$ cat src/rtl/adc_port_pkg.sv
/*
 Shared constants for the parallel result port of the sampling converter.
 Assumes a single 25 MHz clock domain.
*/
package adc_port_pkg;
   localparam int RESULT_WIDTH = 16;
   localparam int HALF_WIDTH = 8;
   localparam int RESULT_MSB_POS = 15;
   localparam int RESULT_LSB_POS = 0;
   localparam int FIFO_DEPTH = 8;
   localparam int CLK_PERIOD_NS = 40;
   localparam int CONV_TIME_NS = 1600;
   localparam int CONV_CYCLES = CONV_TIME_NS / CLK_PERIOD_NS;
   localparam logic [15:0] RESULT_RESET = 16'h0000;
   localparam logic [5:0] CONV_COUNT_W6 = 6'(CONV_CYCLES);
   typedef enum logic [1:0] {
      S_IDLE = 2'b01,
      S_CONV = 2'b10
   } conv_state_t;
endpackage

$ cat src/rtl/stream_if.sv
/*
 Valid/ready word carrier between the port and its result FIFO.
 Assumes both ends share one clock.
*/
`timescale 1ns/100ps
interface stream_if #(parameter int WIDTH = 16);
   logic valid;
   logic ready;
   logic [WIDTH-1:0] data;
   modport source (output valid, output data, input ready);
   modport sink (input valid, input data, output ready);
endinterface

$ cat src/rtl/adc_parallel_result_port.sv
/*
 Parallel host port of a 16-bit sampling converter: conversion start,
 active-low busy, byte or word readout on three-state data pins.
 Assumes conversion words arrive from the converter core on the same clock;
 host pins are asynchronous and are synchronised here.
*/
// Operation
// Busy low from start until result updated
// Byte select low upper, high lower
// Chip-select falling with read/convert low starts
// Data pins released unless selected and reading
// Pin 15 carries result most significant bit
// Result is two's complement, sixteen bits
// Read/convert falling starts; rising enables output
// Pin 0 carries result least significant bit
// Busy high when idle, including after reset
`timescale 1ns/100ps
module adc_parallel_result_port
   import adc_port_pkg::*;
(
   input wire logic clk,
   input wire logic rst_b,
   input wire logic chipSel_b,
   input wire logic readConv,
   input wire logic byteSel,
   input wire logic [15:0] sampleIn,
   input wire logic sampleValid,
   output logic sampleReady,
   output logic convStart,
   output logic busy_b,
   output logic [15:0] dataOut,
   output logic [15:0] dataOe_b
);
   logic [1:0] csSync_reg, rcSync_reg, byteSync_reg;
   logic csPrev_reg, rcPrev_reg;
   logic cs_b, rc, byteHi, startReq, readOn;
   conv_state_t state_reg, state_next;
   logic [5:0] count_reg, count_next;
   logic [15:0] result_reg, result_next;
   logic busy_b_reg, busy_b_next, start_reg, start_next;
   logic [15:0] dout_reg, dout_next, oe_reg, oe_next;
   logic [3:0] level_reg, level_next;
   logic ready_reg, ready_next, pushOk, popOk;

   stream_if #(.WIDTH(RESULT_WIDTH)) fifoIn ();
   stream_if #(.WIDTH(RESULT_WIDTH)) fifoOut ();

   // Core words are buffered so a slow read stalls the converter core only when FIFO_DEPTH words are waiting
   // Ready comes from a local fill count so the core sees a flop, not FIFO logic
   assign fifoIn.valid = sampleValid && ready_reg;
   assign fifoIn.data = sampleIn;
   assign pushOk = sampleValid && ready_reg;
   assign popOk = fifoOut.valid && fifoOut.ready;

   always_comb begin
      level_next = level_reg;
      if (pushOk && !popOk) begin
         level_next = level_reg + 4'h1;
      end else if (popOk && !pushOk) begin
         level_next = level_reg - 4'h1;
      end
      ready_next = level_next != 4'(FIFO_DEPTH);
   end

   always_ff @(posedge clk or negedge rst_b) begin
      if (!rst_b) begin
         level_reg <= 4'h0;
         ready_reg <= 1'b1;
      end else begin
         level_reg <= level_next;
         ready_reg <= ready_next;
      end
   end

   result_fifo #(.WIDTH(RESULT_WIDTH), .DEPTH(FIFO_DEPTH)) fifoInst (
      .clk(clk),
      .rst_b(rst_b),
      .inS(fifoIn),
      .outS(fifoOut)
   );

   assign cs_b = csSync_reg[1];
   assign rc = rcSync_reg[1];
   assign byteHi = byteSync_reg[1];
   // Internally ORed low-active start: the later falling input triggers
   assign startReq = !cs_b && !rc && (csPrev_reg || rcPrev_reg);
   assign readOn = !cs_b && rc;
   // Words are taken only at a conversion's end; a restart in that cycle must not lose one
   assign fifoOut.ready = (state_reg == S_CONV) && (count_reg == 6'h00) && !startReq;

   always_comb begin
      state_next = state_reg;
      count_next = count_reg;
      result_next = result_reg;
      busy_b_next = busy_b_reg;
      start_next = 1'b0;
      unique case (state_reg)
         S_IDLE: begin
            busy_b_next = 1'b1;
            if (startReq) begin
               state_next = S_CONV;
               count_next = CONV_COUNT_W6 - 6'h01;
               busy_b_next = 1'b0;
               start_next = 1'b1;
            end
         end
         S_CONV: begin
            busy_b_next = 1'b0;
            if (startReq) begin
               // A new command aborts the conversion and restarts it
               count_next = CONV_COUNT_W6 - 6'h01;
               start_next = 1'b1;
            end else if (count_reg != 6'h00) begin
               count_next = count_reg - 6'h01;
            end else if (fifoOut.valid) begin
               result_next = fifoOut.data;
               busy_b_next = 1'b1;
               state_next = S_IDLE;
            end
         end
      endcase
   end

   always_comb begin
      oe_next = readOn ? 16'h0000 : 16'hffff;
      // Bit 15 and bit 0 stay at their result weights in word form
      dout_next = result_reg;
      if (readOn && byteHi) begin
         dout_next = {8'h00, result_reg[HALF_WIDTH-1:0]};
      end else if (readOn) begin
         dout_next = {result_reg[RESULT_WIDTH-1:HALF_WIDTH], result_reg[HALF_WIDTH-1:0]};
      end
   end

   always_ff @(posedge clk or negedge rst_b) begin
      if (!rst_b) begin
         csSync_reg <= 2'h3;
         rcSync_reg <= 2'h3;
         byteSync_reg <= 2'h0;
         csPrev_reg <= 1'b1;
         rcPrev_reg <= 1'b1;
         state_reg <= S_IDLE;
         count_reg <= 6'h00;
         result_reg <= RESULT_RESET;
         busy_b_reg <= 1'b1;
         start_reg <= 1'b0;
         dout_reg <= 16'h0000;
         oe_reg <= 16'hffff;
      end else begin
         csSync_reg <= {csSync_reg[0], chipSel_b};
         rcSync_reg <= {rcSync_reg[0], readConv};
         byteSync_reg <= {byteSync_reg[0], byteSel};
         csPrev_reg <= cs_b;
         rcPrev_reg <= rc;
         state_reg <= state_next;
         count_reg <= count_next;
         result_reg <= result_next;
         busy_b_reg <= busy_b_next;
         start_reg <= start_next;
         dout_reg <= dout_next;
         oe_reg <= oe_next;
      end
   end

   assign sampleReady = ready_reg;
   assign busy_b = busy_b_reg;
   assign convStart = start_reg;
   assign dataOut = dout_reg;
   assign dataOe_b = oe_reg;

   a_busy_on_start: assert property (@(posedge clk) disable iff (!rst_b)
      startReq |-> ##1 !busy_b ##1 !busy_b)
      else $error("Busy not low after start");
   a_busy_idle: assert property (@(posedge clk) disable iff (!rst_b)
      (state_reg == S_IDLE && !startReq) |-> ##1 busy_b)
      else $error("Busy low while idle");
   a_busy_rise_loads: assert property (@(posedge clk) disable iff (!rst_b)
      $rose(busy_b) |-> result_reg == $past(fifoOut.data))
      else $error("Busy rose without new result");
   a_start_condition: assert property (@(posedge clk) disable iff (!rst_b)
      (!cs_b && !rc && $past(cs_b) && !$past(rc)) |-> ##1 convStart)
      else $error("Chip-select fall did not start");
   a_start_rc_fall: assert property (@(posedge clk) disable iff (!rst_b)
      (!cs_b && !rc && $past(rc) && !$past(cs_b)) |-> ##1 convStart)
      else $error("Read/convert fall did not start");
   a_release_pins: assert property (@(posedge clk) disable iff (!rst_b)
      (cs_b || !rc) |-> ##1 (dataOe_b == 16'hffff))
      else $error("Pins driven outside read");
   a_drive_pins: assert property (@(posedge clk) disable iff (!rst_b)
      (!cs_b && rc) |-> ##1 (dataOe_b == 16'h0000))
      else $error("Pins not driven in read");
   a_upper_byte: assert property (@(posedge clk) disable iff (!rst_b)
      (readOn && !byteHi) |-> ##1 (dataOut[15:8] == $past(result_reg[15:8])))
      else $error("Upper byte wrong");
   a_lower_byte: assert property (@(posedge clk) disable iff (!rst_b)
      (readOn && byteHi) |-> ##1 (dataOut[7:0] == $past(result_reg[7:0])))
      else $error("Lower byte wrong");
   a_msb_lsb: assert property (@(posedge clk) disable iff (!rst_b)
      (readOn && !byteHi) |-> ##1 (dataOut[15] == $past(result_reg[15])
         && dataOut[0] == $past(result_reg[0])))
      else $error("Bit order wrong");
   a_ready_matches_fifo: assert property (@(posedge clk) disable iff (!rst_b)
      sampleReady == fifoIn.ready)
      else $error("Ready disagrees with FIFO fill");
   a_pop_ends_busy: assert property (@(posedge clk) disable iff (!rst_b)
      (fifoOut.valid && fifoOut.ready) |-> ##1 busy_b)
      else $error("Word taken without ending busy");
   a_busy_full_time: assert property (@(posedge clk) disable iff (!rst_b)
      startReq |-> ##40 !busy_b)
      else $error("Busy ended before conversion time");
   a_start_busy_low: assert property (@(posedge clk) disable iff (!rst_b)
      convStart |-> !busy_b)
      else $error("Start pulse without busy");
   a_start_single: assert property (@(posedge clk) disable iff (!rst_b)
      convStart |-> ##1 !convStart)
      else $error("Start pulse longer than one cycle");
   a_word_whole: assert property (@(posedge clk) disable iff (!rst_b)
      (readOn && !byteHi) |-> ##1 (dataOut == $past(result_reg)))
      else $error("Word read differs from result");
   a_upper_zero_low: assert property (@(posedge clk) disable iff (!rst_b)
      (readOn && byteHi) |-> ##1 (dataOut[15:8] == 8'h00))
      else $error("Upper pins not cleared in byte read");
   a_result_steady: assert property (@(posedge clk) disable iff (!rst_b)
      (state_reg == S_IDLE) |-> ##1 (result_reg == $past(result_reg)))
      else $error("Result changed while idle");
endmodule

$ cat src/rtl/result_fifo.sv
/*
 Synchronous FIFO with parameters for width and depth.
 Assumes one clock; depth is a power of two.
*/
`timescale 1ns/100ps
module result_fifo #(parameter int WIDTH = 16, parameter int DEPTH = 8) (
   input wire logic clk,
   input wire logic rst_b,
   stream_if.sink inS,
   stream_if.source outS
);
   localparam int AW = $clog2(DEPTH);
   logic [WIDTH-1:0] mem [DEPTH];
   logic [AW:0] wrPtr_reg, wrPtr_next, rdPtr_reg, rdPtr_next;
   logic push, pop, full, empty;

   assign full = (wrPtr_reg[AW] != rdPtr_reg[AW]) && (wrPtr_reg[AW-1:0] == rdPtr_reg[AW-1:0]);
   assign empty = wrPtr_reg == rdPtr_reg;
   assign inS.ready = !full;
   assign outS.valid = !empty;
   assign outS.data = mem[rdPtr_reg[AW-1:0]];
   assign push = inS.valid && !full;
   assign pop = outS.ready && !empty;

   always_comb begin
      wrPtr_next = push ? wrPtr_reg + 1'b1 : wrPtr_reg;
      rdPtr_next = pop ? rdPtr_reg + 1'b1 : rdPtr_reg;
   end

   always_ff @(posedge clk) begin
      if (push) begin
         mem[wrPtr_reg[AW-1:0]] <= inS.data;
      end
   end

   always_ff @(posedge clk or negedge rst_b) begin
      if (!rst_b) begin
         wrPtr_reg <= '0;
         rdPtr_reg <= '0;
      end else begin
         wrPtr_reg <= wrPtr_next;
         rdPtr_reg <= rdPtr_next;
      end
   end

   a_no_overflow: assert property (@(posedge clk) disable iff (!rst_b)
      full |-> ##1 (wrPtr_reg == $past(wrPtr_reg)))
      else $error("FIFO written while full");
endmodule

$ cat config.mk
export PLATFORM = sky130hd
export DESIGN_NAME = adc_parallel_result_port
export DESIGN_NICKNAME = d
export VERILOG_FILES = /design/src/rtl/adc_port_pkg.sv /design/src/rtl/stream_if.sv /design/src/rtl/adc_parallel_result_port.sv /design/src/rtl/result_fifo.sv
export SDC_FILE = /design/constraint.sdc
export NUM_CORES = 1
export LEC_CHECK = 0
export BUFFER_PORTS_ARGS = -buffer_cell sky130_fd_sc_hd__buf_4
export CORE_MARGIN = 1
export CORE_UTILIZATION = 38
export DETAILED_ROUTE_END_ITERATION = 6
export SLEW_MARGIN = 30
export SYNTH_ARGS = -nofsm -noshare
export SYNTH_HDL_FRONTEND = slang
export SYNTH_SLANG_ARGS = --single-unit
$ cat constraint.sdc
create_clock -name clk -period 3.4 [get_ports clk]
set_input_delay 1.02 -clock clk [delete_from_list [all_inputs] [get_ports clk]]
set_output_delay 1.02 -clock clk [all_outputs]
set_load 0.005 [all_outputs]
==> impl_metrics.csv, run 1 <==
group,metric,value,unit
critical_path,worst_setup_path_end_kind,"flop",
critical_path,rrSetupSlack,0.99,ns
logic_synthesis,synth_seq_cells,192,
logic_synthesis,synth_ff_type,"edfxtp_1",
cells_and_area,design_area,8660,um2
clock_network,clkTransAtPathRegs,0.07,ns
drt,wl_met1,6040,um
cells_and_area,drive_gt1_share,32.1,%
critical_path,r2r-end,"sampleReady$_DFF_PN1_",
drt,avgViaCountPerCell,4.76,
status,status,"finished, final reports clean",
cells_and_area,n_antenna_cell,0,
timing,post-route-period-util,70.8,%
drt,top_layer,"met4",
placement,gp_congestion,0.662,
timing,hold_viol_final,0,
global_routing,grt_pass1_wl,19600,um
timing,finalWorstSetupSlack,0.991,ns
critical_path,crit_end,"sampleReady$_DFF_PN1_",
logic_synthesis,syn-num-nets,436,
cells_and_area,largest_register_ffs,128,
logic_synthesis,yosys-top-cells-count,"edfxtp_1 (128), dfrtp_1 (54), mux4_2 (32)",
critical_path,reg2reg_depth,7,
critical_path,crit_type,"reg -> reg",
critical_path,required,3.76,ns
critical_path,arrival,2.76,ns
drt,antenna_left,0,
placement,dp_hpwl,8020,um
cells_and_area,fillers,1620,
clock_network,postCtsResizedCells,0,
cells_and_area,fin_cells,734,
cells_and_area,area_growth,16.7,%
timing,setup_viol_count_final,0,
die,start_util,39.2,%
placement,portBuffers,56,
logic_synthesis,synth.distinct_cells,42,
logic_synthesis,synth_edf_count,128,
cells_and_area,final_util,45.7,%
timing,slew_headroom,48.7,%
clock_network,postCtsSetupRepairBufs,0,
drt,first_pass_iters,4,
power,cellLeakagePower,3.16,nW
logic_synthesis,avgSynthCellArea,18.2,um2
die,dieWidth,142,um
job,maxCapViolations,0,
critical_path,start_kind,"flop",
timing,max_freq,415,MHz
timing,rsz0062_at_grt,"false",
logic_synthesis,yosysMostFrequentCell,"edfxtp_1",
drt,route.met2.wl,5720,um
timing,slew_viol_final,0,
power,ir_drop,0.243,mV
drt,drc,0,
critical_path,r2r_start,"count_reg[0]$_DFFE_PN0P_",
global_routing,grt_pass1_vias,3542,
drt,routedWlPerCell,17.1,um
logic_synthesis,synth_cells,408,
clock_network,cts_hold_buf,0,
clock_network,cts_htree_levels,4,
logic_synthesis,ys_seq_area_share,73.5,%
die,row_count,50,
clock_network,clk_path_buf_depth,2,
clock_network,cts_root_buffer,"clkbuf_16",
clock_network,clock-sinks,192,
global_routing,gr-usage-all-layers,13.5,%
global_routing,grt_max_degree,65,
logic_synthesis,synth_top_cell_by_area,"edfxtp_1",
drt,num_vias,3496,
logic_synthesis,synthTopCellsByArea,"edfxtp_1 (52%), dfrtp_1 (18%), mux4_2 (9.7%)",
critical_path,crit_path_max_fanout,42,
global_routing,antenna_found_initial,0,
drt,wl_met3,602,um
timing,finClkSkew,0.0108,ns
placement,dp_cells,703,
cells_and_area,num-nets-final,490,
timing,layout_min_cycle_time,2.41,ns
drt,wl,12600,um
critical_path,setup.worst_path.start,"count_reg[0]$_DFFE_PN0P_",
power,p_per_area,755,nW/um2
die,core_region_area,19000,um2
clock_network,clkLatencyLatePin,0.44,ns
global_routing,overflow,0,
timing,worstMarginPinSlew,0.770,ns
die,pin_count,57,
logic_synthesis,async_reset_ff_share,33.3,%
placement,dpl_cell_area,8070,um2
drt,drt_iter0_drc,143,
logic_synthesis,synth_top_area_share,51.8,%
logic_synthesis,yosys_warnings,0,
clock_network,cts_made_buffers,17,
placement,place_ws,0.746,ns
die,die_height,142,um
clock_network,cts_tree,"built",
die,die-area,20100,um2
timing,fin_setup_tns,0,ns
min_path,holdCritPathClass,"reg -> reg",
logic_synthesis,syn_area,7430,um2
==> critical path, cell delays in order (launching register included) <==
cell	delay, ns
dfrtp_1	0.42
inv_1	0.09
ha_1	0.17
and3_1	0.26
nand3_4	0.38
o21ai_0	0.34
o22ai_1	0.14
or4b_1	0.51
==> worst min-delay path by stage <==
stage	from	end	slack [ns]	cells past startpoint
floorplan	byteSync_reg[0]$_DFF_PN0_	byteSync_reg[1]$_DFF_PN0_	0.33	0
global route	byteSync_reg[0]$_DFF_PN0_	byteSync_reg[1]$_DFF_PN0_	0.36	0
global placement	byteSync_reg[0]$_DFF_PN0_	byteSync_reg[1]$_DFF_PN0_	0.34	0
finish	rcSync_reg[0]$_DFF_PN1_	rcSync_reg[1]$_DFF_PN1_	0.36	0
detailed placement	byteSync_reg[0]$_DFF_PN0_	byteSync_reg[1]$_DFF_PN0_	0.34	0
CTS	rcSync_reg[0]$_DFF_PN1_	rcSync_reg[1]$_DFF_PN1_	0.36	0
==> area by class of cell <==
cell class | instances | area (um2) | area share (%)
flip-flops and latches | 192 | 5460 | 63.0
multi-input cells | 179 | 1750 | 20.2
repair buffers | 67 | 515 | 5.95
clock buffers | 17 | 425 | 4.91
well taps | 260 | 325 | 3.75
clock inverters | 14 | 169 | 1.95
inverters | 5 | 18.8 | 0.217
==> where the power goes <==
group / switching (W) / internal (W)
logic: 0.000684 / 0.000673
registers: 0.000212 / 0.00299
clock network: 0.000931 / 0.00105
==> placed cells by master (no fill, tap or decap), types with 6 or more instances in the layout <==
cell	count
and2_1	8
buf_4	66
clkbuf_16	17
dfrtp_1	53
dfstp_2	10
edfxtp_1	128
ha_1	6
mux2i_1	18
mux4_2	32
nand2_1	22
nand2b_1	6
nor2_1	15
o21ai_0	18
xnor2_1	6
xor2_1	8
==> kinds of logic (layout without fill, tap and decap cells) <==
logic type | Yosys count | in the layout | share of synthesized area (%)
compound gates | 30 | 30 | 2.32
xor+xnor | 17 | 17 | 2.31
fa+ha+maj | 7 | 7 | 1.15
buf+inv | 37 | 103 | 3.07
flops | 192 | 192 | 73.5
mux | 52 | 52 | 12.4
simple gates | 73 | 73 | 5.24
==> per-layer routing <==
metal / vias up / global-route usage (%)
li1: 1630 / -
met1: 1765 / 18.7
met2: 85 / 20.3
met3: 16 / 3.68
met4: 0 / 5.60
met5: - / 0
==> per-stage QoR <==
step / total power (W) / hold slack (ns)
floorplan: 0.00415 / 0.331
CTS: 0.00663 / 0.361
detailed placement: 0.00465 / 0.336
global placement: 0.00459 / 0.343
global route: 0.00687 / 0.364
finish: 0.00654 / 0.358
Power figures use the tool's default switching activity.
==> run 2, diff against run 1 <==
==> constraint.sdc (replaced) <==
create_clock -name clk -period 2.4 [get_ports clk]
set_input_delay 0.72 -clock clk [delete_from_list [all_inputs] [get_ports clk]]
set_output_delay 0.72 -clock clk [all_outputs]
set_load 0.005 [all_outputs]
==> run 2 against run 1 <==
Hold slack better by 0.0031 ns. Fmax is 16% higher. Clock skew is 0.0047 ns higher. Largest cell class unchanged. Sequential share of layout area is 0.75 points lower. Utilization is 0.55 points higher. Routed wire length is 6.9% higher.
==> impl_metrics.csv, run 2 (synthesis gave the netlist of run 1 again) <==
group,metric,value,unit
status,status,"finished, final reports clean",
die,core_region_area,19000,um2
critical_path,arrival,2.41,ns
critical_path,max_stage_delay,0.52,ns
die,start_util,39.2,%
critical_path,crit_type,"reg -> reg",
critical_path,cp_num_buf_inv,0,
critical_path,critical_path.top_delay_family,"simple AND/OR/NAND/NOR gates",
power,power,0.00933,W
drt,num_vias,3600,
clock_network,clkTransAtPathRegs,0.07,ns
cells_and_area,final_cell_mix,"edfxtp_1 (128), buf_4 (68), dfrtp_1 (53)",
drt,drc,0,
power,ir_drop,0.567,mV
drt,drt_iter0_drc,211,
placement,gp_congestion,0.771,
cells_and_area,drive_gt1_share,33.4,%
critical_path,cp_slowest_cell,"dfrtp_1",
cells_and_area,n_antenna_cell,0,
timing,finalWorstSetupSlack,0.326,ns
clock_network,postCtsResizedCells,0,
min_path,holdCritPathClass,"reg -> reg",
critical_path,crit_path_max_fanout,8,
global_routing,grt_pass1_vias,3725,
clock_network,cts_made_buffers,17,
global_routing,grt_max_degree,65,
cells_and_area,num-nets-final,497,
drt,avgViaCountPerCell,4.85,
timing,hold_slack,0.361,ns
clock_network,clkLatencyLatePin,0.43,ns
placement,portBuffers,56,
timing,slew_viol_final,0,
clock_network,cts_root_buffer,"clkbuf_16",
clock_network,postCtsSetupRepairBufs,0,
cells_and_area,final_common_cell,"edfxtp_1",
critical_path,start_kind,"flop",
drt,routedWlPerCell,18.1,um
clock_network,cts_hold_buf,0,
cells_and_area,largest_register_ffs,128,
job,maxCapViolations,0,
timing,finClkSkew,0.0155,ns
critical_path,worst_setup_path_end_kind,"flop",
die,dieWidth,142,um
placement,dp_hpwl,8710,um
critical_path,path_cells,"xnor2_2, nand4_4, nand3_4, mux2i_1, xor2_1, or4b_1",
power,p_per_area,1060,nW/um2
timing,max_freq,482,MHz
global_routing,grt_pass1_wl,21200,um
clock_network,clk_path_buf_depth,2,
timing,setup_viol_count_final,0,
placement,place_ws,0.0699,ns
die,die_height,142,um
die,pin_count,57,
drt,wl,13400,um
timing,rsz0062_at_grt,"false",
clock_network,cts_htree_levels,4,
global_routing,overflow,0,
cells_and_area,fillers,1588,
timing,layout_min_cycle_time,2.07,ns
timing,worstMarginPinSlew,0.782,ns
global_routing,antenna_found_initial,0,
clock_network,cts_tree,"built",
timing,slew_headroom,47.9,%
drt,antenna_left,0,
timing,post-route-period-util,86.4,%
drt,first_pass_iters,4,
timing,hold_viol_final,0,
power,cellLeakagePower,3.20,nW
critical_path,required,2.74,ns
die,die-area,20100,um2
cells_and_area,area_growth,18.1,%
die,row_count,50,
global_routing,gr-usage-all-layers,14.5,%
clock_network,clock-sinks,192,
[run 2: worst paths after layout]
path / startpoint / to / slack (ns) / cells after the start
hold / removal: rcSync_reg[0]$_DFF_PN1_ / rcSync_reg[1]$_DFF_PN1_ / 0.36 / 0
max in group asynchronous: rst_b / fifoInst.rdPtr_reg[0]$_DFFE_PN0P_ / 1.48 / 1
min in group asynchronous: rst_b / level_reg[2]$_DFF_PN0_ / 0.37 / 1
setup reg to reg: fifoInst.wrPtr_reg[0]$_DFFE_PN0P_ / sampleReady$_DFF_PN1_ / 0.33 / 6
setup / recovery: fifoInst.wrPtr_reg[0]$_DFFE_PN0P_ / sampleReady$_DFF_PN1_ / 0.33 / 6
hold reg to reg: rcSync_reg[0]$_DFF_PN1_ / rcSync_reg[1]$_DFF_PN1_ / 0.36 / 0
[run 2: area by class of cell]
cell class | instances | area [um2] | share of cell area, %
repair buffers | 74 | 631 | 7.19
clock buffers | 17 | 425 | 4.85
multi-input cells | 179 | 1750 | 20.0
clock inverters | 15 | 155 | 1.77
well taps | 260 | 325 | 3.71
inverters | 5 | 18.8 | 0.214
flip-flops and latches | 192 | 5460 | 62.3
[run 2: where the power goes]
part	internal, W	switching (W)
Sequential	0.00424	0.000327
Combinational	0.00103	0.000999
Clock	0.00146	0.00127
[run 2: worst reg2reg max path: cells and delay by family (launching register included)]
family / cells / cell delay [ns]
XOR/XNOR: 2 / 0.45
flip-flops: 1 / 0.52
multiplexers: 1 / 0.25
AND/OR/NAND/NOR: 3 / 0.76
[run 2: metal layers]
metal  GRT usage, %  share of wire, %  wire length [um]  up-vias
li1               -                 -                 -     1657
met1           19.4                46              6200     1842
met2           23.2                49              6540       97
met3           3.85               4.6               616        4
met4           4.81              0.54                72        0
met5              0                 0                 0        -
[run 2: through the flow]
stage          std cells  area, um2  TNS [ns]  util, %
2_1_floorplan        408       7440    -0.162        -
5_1_grt              742       8770         0     46.3
4_1_cts              742       8770         0     46.3
3_5_place_dp         710       8190         0     43.2
3_3_place_gp         710       8190         0     43.2
6_report             742       8770         0     46.3
==> run 3, diff against run 2 <==
--- a/config.mk
+++ b/config.mk
@@ -5,6 +5,7 @@
 export SDC_FILE = /design/constraint.sdc
 export NUM_CORES = 1
 export LEC_CHECK = 0
+export ABC_AREA = 1
 export BUFFER_PORTS_ARGS = -buffer_cell sky130_fd_sc_hd__buf_4
 export CORE_MARGIN = 1
 export CORE_UTILIZATION = 38
==> run 3 against run 2 <==
Hold slack worse by 0.010 ns. Global-route usage is 1.8 points higher. Routed wire length is 16% higher. Sequential share of layout area is 0.92 points lower. Synthesized cell count is 54% higher. Non-clock buffer count stayed put. Design area is 1.5% higher. Register-to-register slack better by 0.09 ns. Clock-buffer cell count stayed put. Clock skew is 0.0072 ns lower. Final cell count is 29% higher. Critical path type unchanged. Largest cell class unchanged.
==> impl_metrics.csv, run 3 <==
group,metric,value,unit
timing,worstMarginPinSlew,0.810,ns
cells_and_area,final_common_cell,"edfxtp_1",
critical_path,rrSetupSlack,0.41,ns
cells_and_area,design_area,8900,um2
clock_network,clock-sinks,192,
clock_network,cts_hold_buf,0,
clock_network,cts_htree_levels,4,
power,ir_drop,0.615,mV
logic_synthesis,synth_edf_count,128,
cells_and_area,drive_gt1_share,18.0,%
critical_path,arrival,2.13,ns
global_routing,antenna_found_initial,0,
global_routing,grt_pass1_wl,24600,um
logic_synthesis,yosys-top-cells-count,"edfxtp_1 (128), nor2_1 (100), nand2_1 (89)",
global_routing,gr-usage-all-layers,16.4,%
die,dieWidth,143,um
global_routing,grt_pass1_vias,4649,
drt,wl,15600,um
logic_synthesis,ys_seq_area_share,72.2,%
timing,layout_min_cycle_time,1.99,ns
logic_synthesis,synth_ff_type,"edfxtp_1",
timing,max_freq,504,MHz
clock_network,postCtsSetupRepairBufs,0,
cells_and_area,n_antenna_cell,0,
drt,drc,0,
drt,antenna_left,0,
cells_and_area,area_growth,17.7,%
critical_path,crit_path_max_fanout,16,
timing,slew_viol_final,0,
die,pin_count,57,
global_routing,grt_max_degree,66,
logic_synthesis,syn-num-nets,657,
placement,place_ws,0.231,ns
logic_synthesis,synthTopCellsByArea,"edfxtp_1 (51%), dfrtp_1 (18%), nor2_1 (5.0%)",
placement,gp_congestion,0.812,
cells_and_area,multi_input_area,1720,um2
clock_network,clk_path_buf_depth,2,
timing,slew_headroom,46.0,%
clock_network,clkTransAtPathRegs,0.07,ns
die,die_height,143,um
logic_synthesis,synth_seq_cells,192,
drt,drt_iter0_drc,363,
placement,portBuffers,56,
logic_synthesis,synth_cells,629,
timing,hold_viol_final,0,
cells_and_area,fin_cells,959,
timing,setup_viol_count_final,0,
clock_network,cts_made_buffers,17,
cells_and_area,regArea,5460,um2
timing,fin_setup_tns,0,ns
min_path,holdCritPathClass,"reg -> reg",
cells_and_area,largest_register_ffs,128,
logic_synthesis,yosys_warnings,0,
timing,finClkSkew,0.00825,ns
placement,dpl_cell_area,8290,um2
drt,routedWlPerCell,16.3,um
logic_synthesis,async_reset_ff_share,33.3,%
die,row_count,51,
logic_synthesis,synth.distinct_cells,29,
placement,dp_cells,927,
logic_synthesis,yosysMostFrequentCell,"edfxtp_1",
logic_synthesis,synth_top_cell_by_area,"edfxtp_1",
global_routing,overflow,0,
power,power,0.00966,W
timing,rsz0062_at_grt,"false",
drt,avgViaCountPerCell,5.00,
timing,finalWorstSetupSlack,0.415,ns
logic_synthesis,avgSynthCellArea,12.0,um2
drt,num_vias,4791,
critical_path,required,2.54,ns
placement,dp_hpwl,10100,um
logic_synthesis,syn_area,7560,um2
clock_network,postCtsResizedCells,0,
critical_path,start_kind,"flop",
power,p_per_area,1090,nW/um2
critical_path,crit_type,"reg -> reg",
drt,first_pass_iters,5,
clock_network,clkLatencyLatePin,0.43,ns
critical_path,worst_setup_path_end_kind,"flop",
status,status,"finished, final reports clean",
cells_and_area,num-nets-final,709,
clock_network,cts_tree,"built",
logic_synthesis,synth_top_area_share,50.9,%
die,die-area,20500,um2
die,start_util,38.8,%
timing,post-route-period-util,82.7,%
power,cellLeakagePower,3.58,nW
cells_and_area,fillers,1737,
cells_and_area,final_cell_mix,"edfxtp_1 (128), nor2_1 (100), nand2_1 (89)",
job,maxCapViolations,0,
die,core_region_area,19500,um2
clock_network,cts_root_buffer,"clkbuf_16",
## run 3: cell count changes in the layout (fill, tap and decap cells not counted), sizes merged, moves of 8 or more
cell | previous run | this run
a31oi | 1 | 16
and2 | 9 | 0
inv | 10 | 46
mux2i | 18 | 0
mux4 | 32 | 0
nand2 | 22 | 93
nor2 | 15 | 102
o21ai | 18 | 73
o22ai | 1 | 32
xnor2 | 9 | 1
## run 3: layer usage
metal	track usage, %	share of wire [%]	wire [um]
met1	22.6	46	7140
met5	0	0	0
met2	25.5	47	7320
met3	3.72	6.2	976
met4	5.55	1.3	204
## run 3: metrics by stage
| stage | hold WS, ns | utilization [%] |
|---|---|---|
| 2_1_floorplan | 0.331 | - |
| 3_3_place_gp | 0.347 | 42.6 |
| 3_5_place_dp | 0.348 | 42.6 |
| 4_1_cts | 0.355 | 45.7 |
| 5_1_grt | 0.359 | 45.7 |
| 6_report | 0.351 | 45.7 |
## run 3: layout make-up
class,instances,area share [%]
Multi-Input combinational cell,355,19.3
Clock inverter,15,2.03
Tap cell,265,3.73
Inverter,41,1.76
Timing Repair Buffer,74,7.09
Clock buffer,17,4.78
Sequential cell,192,61.3
## run 3: critical path, cell delays in order, from the launching register on
cell and delay (ns):
dfrtp_1 0.44, inv_1 0.16, nand2_1 0.06, nand2_1 0.08
nor2_2 0.04, nand4_1 0.12, nand2_1 0.13, nor2_1 0.16
inv_1 0.09, nor2_1 0.21, buf_12 0.19
## run 3: cell families after synthesis
logic type	count (synthesis)	synth area share, %
AOI/OAI and AO/OA	126	9.24
xor gates and xnor gates	8	0.927
adders and majority gates	6	0.993
buffers and inverters	82	5.08
DFF	192	72.2
and+or+nand+nor	215	11.5
## run 3: path summary, 6_finish.rpt
check,from,to,cells past startpoint
setup / recovery,fifoInst.wrPtr_reg[1]$_DFFE_PN0P_,fifoInst.mem[5][13]$_DFFE_PP_,10
hold / removal,rcSync_reg[0]$_DFF_PN1_,rcSync_reg[1]$_DFF_PN1_,0
setup reg to reg,fifoInst.wrPtr_reg[1]$_DFFE_PN0P_,fifoInst.mem[5][13]$_DFFE_PP_,10
hold reg to reg,rcSync_reg[0]$_DFF_PN1_,rcSync_reg[1]$_DFF_PN1_,0
max in group asynchronous,rst_b,fifoInst.wrPtr_reg[2]$_DFFE_PN0P_,1
min in group asynchronous,rst_b,result_reg[7]$_DFFE_PN0P_,1
## run 3: report_power, final
part | leakage [nW] | internal (W) | switching, W
sequential | 1.96 | 0.00420 | 0.000259
combinational | 1.32 | 0.000828 | 0.00149
clock | 0.298 | 0.00165 | 0.00124
